<file path="src/core/agc_params.svh">
`ifndef AGC_PARAMS_SVH
`define AGC_PARAMS_SVH

`define AGC_ADDR_MODE 8'h00
`define AGC_ADDR_FAST 8'h04
`define AGC_ADDR_AUX 8'h08
`define AGC_ADDR_GAIN 8'h0c
`define AGC_ADDR_STAT 8'h10

`define AGC_MODE_LSB 2
`define AGC_MODE_MSB 3
`define AGC_HOLD_BIT 4
`define AGC_RDBK_BIT 7
`define AGC_ATK_LSB 0
`define AGC_REL_LSB 4
`define AGC_SEL_W 3

`define AGC_MODE_MASK 8'h1c
`define AGC_RATE_MASK 8'h77
`define AGC_MODE_RST 8'h00
`define AGC_RATE_RST 8'h00
`define AGC_GAIN_RST 8'h52

`define AGC_RESP_OKAY 2'h0
`define AGC_RESP_SLVERR 2'h2

`define AGC_CLK_KHZ 200000
`define AGC_HOLD_LONG_MS 50
`define AGC_HOLD_SHORT_MS 25
`define AGC_FIX_RATE_DBPS 80000
`define AGC_STEP_MDB 500
`define AGC_STEP_BASE_CYC (`AGC_CLK_KHZ * `AGC_STEP_MDB / `AGC_FIX_RATE_DBPS)

`endif

</file>
<file path="src/core/agc_pkg.sv">
package agc_pkg;

    typedef enum logic [1:0] {
        AGC_DUAL,
        AGC_SINGLE,
        AGC_FIXSTEP,
        AGC_FIXIMM
    } agc_mode_e;

    typedef logic [6:0] agc_gain_t;

endpackage : agc_pkg

</file>
<file path="src/core/agc_step_if.sv">
`timescale 1ns/1ps
interface agc_step_if #(parameter int W = 7, parameter int SELW = 3);
    logic [SELW-1:0] dn_sel;
    logic [SELW-1:0] up_sel;
    logic dn_req;
    logic up_req;
    logic load_en;
    logic [W-1:0] load_val;
    logic [W-1:0] value;

    modport ctl (output dn_sel, up_sel, dn_req, up_req, load_en, load_val, input value);
    modport cnt (input dn_sel, up_sel, dn_req, up_req, load_en, load_val, output value);
endinterface : agc_step_if

</file>
<file path="src/core/agc_step_counter.sv">
`timescale 1ns/1ps
module agc_step_counter #(
    parameter int W = 7,
    parameter int SELW = 3,
    parameter int BASE = 1250
) (
    input wire logic clk_sys_in, // System clock.
    input wire logic rst_in,     // Synchronous reset, active high.
    agc_step_if.cnt step_if      // Step requests and counter value.
);
    localparam int DW = $clog2(BASE << ((1 << SELW) - 1)) + 1;

    logic [DW-1:0] div_q;
    logic [DW-1:0] period;
    logic [SELW-1:0] sel;
    logic [W-1:0] value_q;

    // The tick period is the base step time scaled by a power of two.
    always_comb begin
        sel = step_if.dn_req ? step_if.dn_sel : step_if.up_sel;
        period = DW'(BASE) << sel;
    end

    always_ff @(posedge clk_sys_in) begin
        if (rst_in) begin
            div_q <= '0;
            value_q <= '0;
        end else if (step_if.load_en) begin
            div_q <= '0;
            value_q <= step_if.load_val;
        end else if (step_if.dn_req || step_if.up_req) begin
            if (div_q >= period - DW'(1)) begin
                div_q <= '0;
                if (step_if.dn_req && value_q != '0) begin
                    value_q <= value_q - W'(1);
                end else if (!step_if.dn_req && value_q != '1) begin
                    value_q <= value_q + W'(1);
                end
            end else begin
                div_q <= div_q + DW'(1);
            end
        end else begin
            div_q <= '0;
        end
    end

    assign step_if.value = value_q;

endmodule : agc_step_counter

</file>
<file path="src/core/agc_gain_controller.sv">
// Register access over AXI4-Lite and the placing of the registers were decided locally.
`timescale 1ns/1ps
`include "agc_params.svh"
module agc_gain_controller #(
    parameter int HOLD_LONG_CYC = `AGC_HOLD_LONG_MS * `AGC_CLK_KHZ,
    parameter int HOLD_SHORT_CYC = `AGC_HOLD_SHORT_MS * `AGC_CLK_KHZ,
    parameter int STEP_BASE_CYC = `AGC_STEP_BASE_CYC
) (
    input wire logic clk_sys_in,        // System clock.
    input wire logic rst_in,            // Synchronous reset, active high.
    input wire logic [31:0] awaddr_in,  // Write address.
    input wire logic awvalid_in,        // Write address valid.
    output logic awready_out,           // Write address ready.
    input wire logic [31:0] wdata_in,   // Write data.
    input wire logic [3:0] wstrb_in,    // Write byte strobes.
    input wire logic wvalid_in,         // Write data valid.
    output logic wready_out,            // Write data ready.
    output logic [1:0] bresp_out,       // Write response.
    output logic bvalid_out,            // Write response valid.
    input wire logic bready_in,         // Write response ready.
    input wire logic [31:0] araddr_in,  // Read address.
    input wire logic arvalid_in,        // Read address valid.
    output logic arready_out,           // Read address ready.
    output logic [31:0] rdata_out,      // Read data.
    output logic [1:0] rresp_out,       // Read response.
    output logic rvalid_out,            // Read data valid.
    input wire logic rready_in,         // Read data ready.
    input wire logic above_upper_in,    // Output above the upper peak threshold.
    input wire logic below_lower_in,    // Output below the lower threshold.
    output logic [6:0] gain_code_out    // Applied gain code, 0.5 dB a step.
);
    localparam int HW = $clog2(HOLD_LONG_CYC + 1);

    logic awready_q;
    logic wready_q;
    logic bvalid_q;
    logic [1:0] bresp_q;
    logic aw_have_q;
    logic w_have_q;
    logic [7:0] awaddr_q;
    logic [7:0] wdata_q;
    logic wstrb0_q;
    logic arready_q;
    logic rvalid_q;
    logic [1:0] rresp_q;
    logic [31:0] rdata_q;
    logic [7:0] mode_q;
    logic [7:0] fast_rate_q;
    logic [7:0] aux_rate_q;
    logic [7:0] gain_target_q;
    logic [HW-1:0] hold_cnt_q;
    agc_pkg::agc_gain_t gain_code_q;

    logic wr_fire;
    logic wr_hit;
    logic rd_hit;
    logic [31:0] rd_mux;
    logic hold_done;
    logic [HW-1:0] hold_lim;
    logic auto_mode;
    agc_pkg::agc_mode_e mode;
    agc_pkg::agc_gain_t max_code;
    agc_pkg::agc_gain_t fast_val;
    agc_pkg::agc_gain_t slow_val;
    agc_pkg::agc_gain_t gain_min;

    agc_step_if #(.W(7), .SELW(`AGC_SEL_W)) fast_if ();
    agc_step_if #(.W(7), .SELW(`AGC_SEL_W)) slow_if ();

    assign mode = agc_pkg::agc_mode_e'(mode_q[`AGC_MODE_MSB:`AGC_MODE_LSB]);
    assign auto_mode = (mode == agc_pkg::AGC_DUAL) || (mode == agc_pkg::AGC_SINGLE);
    assign max_code = gain_target_q[6:0];
    assign fast_val = fast_if.value;
    assign slow_val = slow_if.value;
    assign gain_min = (fast_val < slow_val) ? fast_val : slow_val;

    // Write channel: address and data are latched in either order.
    assign wr_fire = aw_have_q && w_have_q && !bvalid_q;

    always_comb begin
        case (awaddr_q)
            `AGC_ADDR_MODE, `AGC_ADDR_FAST, `AGC_ADDR_AUX, `AGC_ADDR_GAIN: wr_hit = 1'b1;
            default: wr_hit = 1'b0;
        endcase
    end

    always_ff @(posedge clk_sys_in) begin
        if (rst_in) begin
            awready_q <= 1'b1;
            wready_q <= 1'b1;
            bvalid_q <= 1'b0;
            bresp_q <= `AGC_RESP_OKAY;
            aw_have_q <= 1'b0;
            w_have_q <= 1'b0;
            awaddr_q <= 8'h00;
            wdata_q <= 8'h00;
            wstrb0_q <= 1'b0;
        end else begin
            if (awvalid_in && awready_q) begin
                aw_have_q <= 1'b1;
                awaddr_q <= awaddr_in[7:0];
                awready_q <= 1'b0;
            end
            if (wvalid_in && wready_q) begin
                w_have_q <= 1'b1;
                wdata_q <= wdata_in[7:0];
                wstrb0_q <= wstrb_in[0];
                wready_q <= 1'b0;
            end
            if (wr_fire) begin
                aw_have_q <= 1'b0;
                w_have_q <= 1'b0;
                bvalid_q <= 1'b1;
                bresp_q <= wr_hit ? `AGC_RESP_OKAY : `AGC_RESP_SLVERR;
            end
            if (bvalid_q && bready_in) begin
                bvalid_q <= 1'b0;
                awready_q <= 1'b1;
                wready_q <= 1'b1;
            end
        end
    end

    // Register file; reserved bits are masked so they read as zero.
    always_ff @(posedge clk_sys_in) begin
        if (rst_in) begin
            mode_q <= `AGC_MODE_RST;
            fast_rate_q <= `AGC_RATE_RST;
            aux_rate_q <= `AGC_RATE_RST;
            gain_target_q <= `AGC_GAIN_RST;
        end else if (wr_fire && wstrb0_q) begin
            case (awaddr_q)
                `AGC_ADDR_MODE: mode_q <= wdata_q & `AGC_MODE_MASK;
                `AGC_ADDR_FAST: fast_rate_q <= wdata_q & `AGC_RATE_MASK;
                `AGC_ADDR_AUX: aux_rate_q <= wdata_q & `AGC_RATE_MASK;
                `AGC_ADDR_GAIN: gain_target_q <= wdata_q;
                default: mode_q <= mode_q;
            endcase
        end
    end

    // Read channel.
    always_comb begin
        rd_hit = 1'b1;
        case (araddr_in[7:0])
            `AGC_ADDR_MODE: rd_mux = {24'h000000, mode_q};
            `AGC_ADDR_FAST: rd_mux = {24'h000000, fast_rate_q};
            `AGC_ADDR_AUX: rd_mux = {24'h000000, aux_rate_q};
            `AGC_ADDR_GAIN: begin
                if (gain_target_q[`AGC_RDBK_BIT]) begin
                    rd_mux = {24'h000000, 1'b1, gain_code_q};
                end else begin
                    rd_mux = {24'h000000, gain_target_q};
                end
            end
            `AGC_ADDR_STAT: begin
                rd_mux = {15'h0000, hold_done, 1'b0, slow_val, 1'b0, fast_val};
            end
            default: begin
                rd_mux = 32'h00000000;
                rd_hit = 1'b0;
            end
        endcase
    end

    always_ff @(posedge clk_sys_in) begin
        if (rst_in) begin
            arready_q <= 1'b1;
            rvalid_q <= 1'b0;
            rresp_q <= `AGC_RESP_OKAY;
            rdata_q <= 32'h00000000;
        end else begin
            if (arvalid_in && arready_q) begin
                arready_q <= 1'b0;
                rvalid_q <= 1'b1;
                rdata_q <= rd_mux;
                rresp_q <= rd_hit ? `AGC_RESP_OKAY : `AGC_RESP_SLVERR;
            end
            if (rvalid_q && rready_in) begin
                rvalid_q <= 1'b0;
                arready_q <= 1'b1;
            end
        end
    end

    // Hold-off timer: restarts whenever the output leaves the quiet band.
    assign hold_lim = mode_q[`AGC_HOLD_BIT] ? HW'(HOLD_SHORT_CYC) : HW'(HOLD_LONG_CYC);
    assign hold_done = (hold_cnt_q >= hold_lim);

    always_ff @(posedge clk_sys_in) begin
        if (rst_in) begin
            hold_cnt_q <= '0;
        end else if (!below_lower_in) begin
            hold_cnt_q <= '0;
        end else if (!hold_done) begin
            hold_cnt_q <= hold_cnt_q + HW'(1);
        end
    end

    // Fast counter requests.
    always_comb begin
        fast_if.dn_sel = fast_rate_q[`AGC_ATK_LSB +: `AGC_SEL_W];
        fast_if.up_sel = fast_rate_q[`AGC_REL_LSB +: `AGC_SEL_W];
        fast_if.dn_req = 1'b0;
        fast_if.up_req = 1'b0;
        fast_if.load_en = 1'b0;
        fast_if.load_val = max_code;
        case (mode)
            agc_pkg::AGC_DUAL, agc_pkg::AGC_SINGLE: begin
                fast_if.dn_req = (above_upper_in && fast_val != '0) || fast_val > max_code;
                fast_if.up_req = !above_upper_in && below_lower_in && hold_done
                    && fast_val < max_code;
            end
            agc_pkg::AGC_FIXSTEP: begin
                fast_if.dn_req = fast_val > max_code;
                fast_if.up_req = fast_val < max_code;
            end
            agc_pkg::AGC_FIXIMM: begin
                fast_if.load_en = 1'b1;
            end
            default: fast_if.load_en = 1'b0;
        endcase
    end

    // Slow counter follows the fast one; outside dual mode it is parked on it.
    always_comb begin
        slow_if.dn_sel = aux_rate_q[`AGC_ATK_LSB +: `AGC_SEL_W];
        slow_if.up_sel = aux_rate_q[`AGC_REL_LSB +: `AGC_SEL_W];
        slow_if.load_val = fast_val;
        if (mode == agc_pkg::AGC_DUAL) begin
            slow_if.dn_req = slow_val > fast_val;
            slow_if.up_req = slow_val < fast_val;
            slow_if.load_en = 1'b0;
        end else begin
            slow_if.dn_req = 1'b0;
            slow_if.up_req = 1'b0;
            slow_if.load_en = 1'b1;
        end
    end

    agc_step_counter #(.W(7), .SELW(`AGC_SEL_W), .BASE(STEP_BASE_CYC)) u_fast (
        .clk_sys_in(clk_sys_in),
        .rst_in(rst_in),
        .step_if(fast_if.cnt)
    );

    agc_step_counter #(.W(7), .SELW(`AGC_SEL_W), .BASE(STEP_BASE_CYC)) u_slow (
        .clk_sys_in(clk_sys_in),
        .rst_in(rst_in),
        .step_if(slow_if.cnt)
    );

    always_ff @(posedge clk_sys_in) begin
        if (rst_in) begin
            gain_code_q <= '0;
        end else if (mode == agc_pkg::AGC_DUAL) begin
            gain_code_q <= gain_min;
        end else begin
            gain_code_q <= fast_val;
        end
    end

    assign awready_out = awready_q;
    assign wready_out = wready_q;
    assign bvalid_out = bvalid_q;
    assign bresp_out = bresp_q;
    assign arready_out = arready_q;
    assign rvalid_out = rvalid_q;
    assign rresp_out = rresp_q;
    assign rdata_out = rdata_q;
    assign gain_code_out = gain_code_q;
endmodule : agc_gain_controller

</file>
<file path="config.mk">
export PLATFORM = sky130hd
export DESIGN_NAME = agc_gain_controller
export DESIGN_NICKNAME = d
export VERILOG_FILES = /design/src/core/agc_pkg.sv /design/src/core/agc_step_if.sv /design/src/core/agc_step_counter.sv /design/src/core/agc_gain_controller.sv
export VERILOG_INCLUDE_DIRS = /design/src /design/src/core
export SDC_FILE = /design/constraint.sdc
export NUM_CORES = 1
export LEC_CHECK = 0
export BUFFER_PORTS_ARGS = -buffer_cell sky130_fd_sc_hd__buf_2
export CAP_MARGIN = 5
export CORE_MARGIN = 2
export CORE_UTILIZATION = 25
export CTS_BUF_LIST = sky130_fd_sc_hd__clkbuf_8
export DETAILED_ROUTE_END_ITERATION = 8
export MAX_ROUTING_LAYER = met4
export PLACE_DENSITY = 0.43
export SLEW_MARGIN = 25
export SYNTH_ARGS = -nofsm -noshare
export SYNTH_HDL_FRONTEND = slang
export SYNTH_SLANG_ARGS = --single-unit
</file>
<file path="constraint.sdc">
create_clock -name clk_sys_in -period 7.8 [get_ports clk_sys_in]
set_input_delay 0.78 -clock clk_sys_in [delete_from_list [all_inputs] [get_ports clk_sys_in]]
set_output_delay 0.78 -clock clk_sys_in [all_outputs]
set_load 0.01 [all_outputs]
</file>
==> results.md <==
* Top Layer Used: met4
* CP required at 8220 ps
* ANT nets after route at 0
* Share of cells above drive strength 1 at 0.101
* Cell variety after synth at 71
* Worst hold path depth at 2
* Initial antenna violation count at 2
* Met2 WL at 11,800 um
* Final RePlAce weighted congestion at 0.803
* CTS buffer count at 17
* IO Pins at 157
* Drt pass-1 iters at 4
* Max FO, Critical Path at 19
* Clock skew at 15.3 ps
* Layout Nets at 1,401
* Largest net degree at the start of global routing at 77
* First-pass GRT wire length at 42,300 um
* H-tree levels at 4
* DP HPWL at 19,100 um
* Status: complete, no violations
* M1 WL at 12,400 um
* Measured slew at the worst slew-check pin at 898 ps
* WS Path Type: flip-flop to flip-flop
* DRT iter0 DRCs at 329
* Pleak at 0.00409 uW
* Drc violations at 0
* Fin crit period at 6690 ps
* Worst min path class: flip-flop to flip-flop
* Async SR Flop Fraction at 0
* Area grow syn2layout at 12.2%
* Resize count post-CTS at 0
* FF-to-FF path depth at 24
* Global-route usage over all layers at 0.141
* # rows at 70
* Startpoint types: flip-flop
* Crit. Startpoint: u_fast.step_if.value[6]
* Post-synth EDFFs at 0
* Detail Route met3 WL at 777 um
* Post-CTS Setup Inserts at 0
* Peak Freq at 150 MHz
* Clock Tree Root: clkbuf_8
* Hold path start: rdata_out[12]
* Clk sink count at 148
* Setup_tns at 0 ps
* Port Buffers at 63
* PwrDens at 147 nW/um2
* Final slew viol count at 0
* Longest Clk Path Bufs at 2
* RSZ-0062 raised after global routing: no
* #FFs+latches synth at 148
* Placed cell count at 1,649
* DR vias at 8,009
* Mapped Area at 9270 um2
* Max-Cap Viols at 0
* Max_slew headroom at 0.400
* FF-to-FF Start: u_fast.step_if.value[6]
* Fin area at 10,400 um2
* # hold bufs at CTS at 0
* CP Data Arrival Time at 7110 ps
* Finished Layout Cells at 1,683
* Ys Warns at 0
* Routed WL at 25,400 um
* Die X at 197 um
* DP Area at 9960 um2
* Worst setup EP type: flip-flop
* Setup Viol. Count Final at 0
* Die ar. at 38,600 um2
* CTS clk-pin slew, worst paths at 110 ps
* Worst vdd ir at 0.161 mV
* Final Cycle Share at 0.857
* Avg Cell Area, Syn at 8.04 um2
* Initial Util at 0.254
* Seq/Total Area, Yosys at 0.320
* Endpoints failing hold at 0
* Core area at 36,500 um2
* Synth Instances at 1,153
* Routed vias/inst at 4.76
* Wire per inst at 15.1 um
* Top_reg_cell synth: dfxtp_1
* Number of global-route vias before repair at 7,777
* Insertion delay to the later sink of the worst-skew pair at 490 ps
* Gr ovfl total at 0
* Height of the chip at 197 um
* CTS tree: yes
state kept, by name (all words and copies together) (netlist names), 6 cells and up:
name and count:
fast_rate_q 6, u_slow.div_q 19, u_fast.div_q 19, aux_rate_q 6, wdata_q 8, u_fast.step_if.value 7, awaddr_q 8, gain_target_q 8
gain_code_out 7, u_slow.step_if.value 7, hold_cnt_q 24, rdata_out 16
per-layer routing:
metal / global-route usage / vias up
met5: - / -
met4: 0.0373 / 0
met3: 0.0248 / 18
met2: 0.229 / 99
met1: 0.183 / 3730
li1: - / 4162
layout make-up:
class / instances / area, um2
Inverter: 61 / 229
Clock buffer: 17 / 234
Antenna cell: 2 / 5.00
Timing Repair Buffer: 68 / 353
Tap cell: 468 / 586
Fill cell: 4032 / 26100
Sequential cell: 148 / 2960
Multi-Input combinational cell: 904 / 5830
Clock inverter: 15 / 199
report_power, final:
group / switching (uW) / leakage (uW) / internal [uW]
Combinational: 64.8 / 0.00268 / 33.7
Sequential: 14.1 / 0.00120 / 768
Clock: 401 / 0.000214 / 252
cells by family (layout without fill, tap and decap cells):
family,after synthesis,after routing,synth area share
adder cells (fa/ha/maj),92,92,0.126
AO/OA/AOI/OAI,242,242,0.166
multiplexers,44,44,0.0486
AND/OR/NAND/NOR,442,442,0.220
XOR/XNOR,64,64,0.0605
other,2,22,0.000810
flip-flops,148,148,0.320
buffers and inverters,119,161,0.0584
path summary, 6_finish.rpt:
check	endpoint	slack [ps]
max	u_slow.div_q[15]	1110
min	rdata_out[12]	460
max reg2reg	u_slow.div_q[15]	1110
min reg2reg	rdata_out[12]	460
stage by stage:
stage / util / total power, uW / hold slack, ps / worst slack (ps)
5_1_grt: 0.285 / 1620 / 470 / 602
3_3_place_gp: 0.273 / 900 / 442 / 1220
4_1_cts: 0.285 / 1570 / 426 / 1080
6_report: 0.285 / 1530 / 459 / 1110
3_5_place_dp: 0.273 / 900 / 447 / 1140
2_1_floorplan: - / 872 / 431 / 1840
synth_stat cells, types with 4 or more instances:
cell      number  area (um2)
and4_1         8        70.1
or2_2          7        43.8
and3_1        16         100
o21bai_1       5        37.5
a32oi_1        4        35.0
nand2_1      136         510
xnor2_1       35         307
nand3_1       52         260
or4_1          4        30.0
clkbuf_1      29         109
o21a_1         6        45.0
buf_2          4        20.0
mux2i_1       36         360
a21oi_1       88         440
o21ai_1        4        20.0
o21ai_0       43         215
a21o_1        11        82.6
nor2_1       132         495
o211ai_1      17         128
buf_4         18         135
and2_1         6        37.5
ha_1          90        1130
buf_1          4        15.0
inv_1         57         214
nor3_1        29         145
nor4_1         7        43.8
dfxtp_1      148        2960
a221oi_1       8        70.1
or3_1         10        62.6
xor2_1        29         254
a211oi_1      14         105
nand4_1       19         119
mux2_2         8        90.1
nor2b_1        4        25.0
a31oi_1        6        37.5
cell usage in the layout, fill, tap and decap left out, types with 35 or more instances in the layout:
cell type	n
ha_1	90
mux2i_1	36
inv_1	57
xnor2_1	35
nand2_1	136
nand3_1	52
o21ai_0	43
buf_2	63
a21oi_1	88
dfxtp_1	148
nor2_1	132
critical path: stages (launching register included):
cell	delay, ps
dfxtp_1	530
clkinv_1	290
ha_1	390
nand2_1	80
o21ai_1	140
or2_2	340
o21ai_1	370
mux2i_1	230
buf_4	200
inv_1	80
ha_1	290
or2_2	350
o21ai_0	140
o21ai_0	90
mux2i_1	230
a211oi_1	110
nor3_1	280
ha_1	320
and4_4	200
and4_1	200
a221o_1	340
a2111o_1	380
and2_1	250
a211o_1	580
nor2_1	200
No activity file was read; power rests on OpenSTA's default activity.
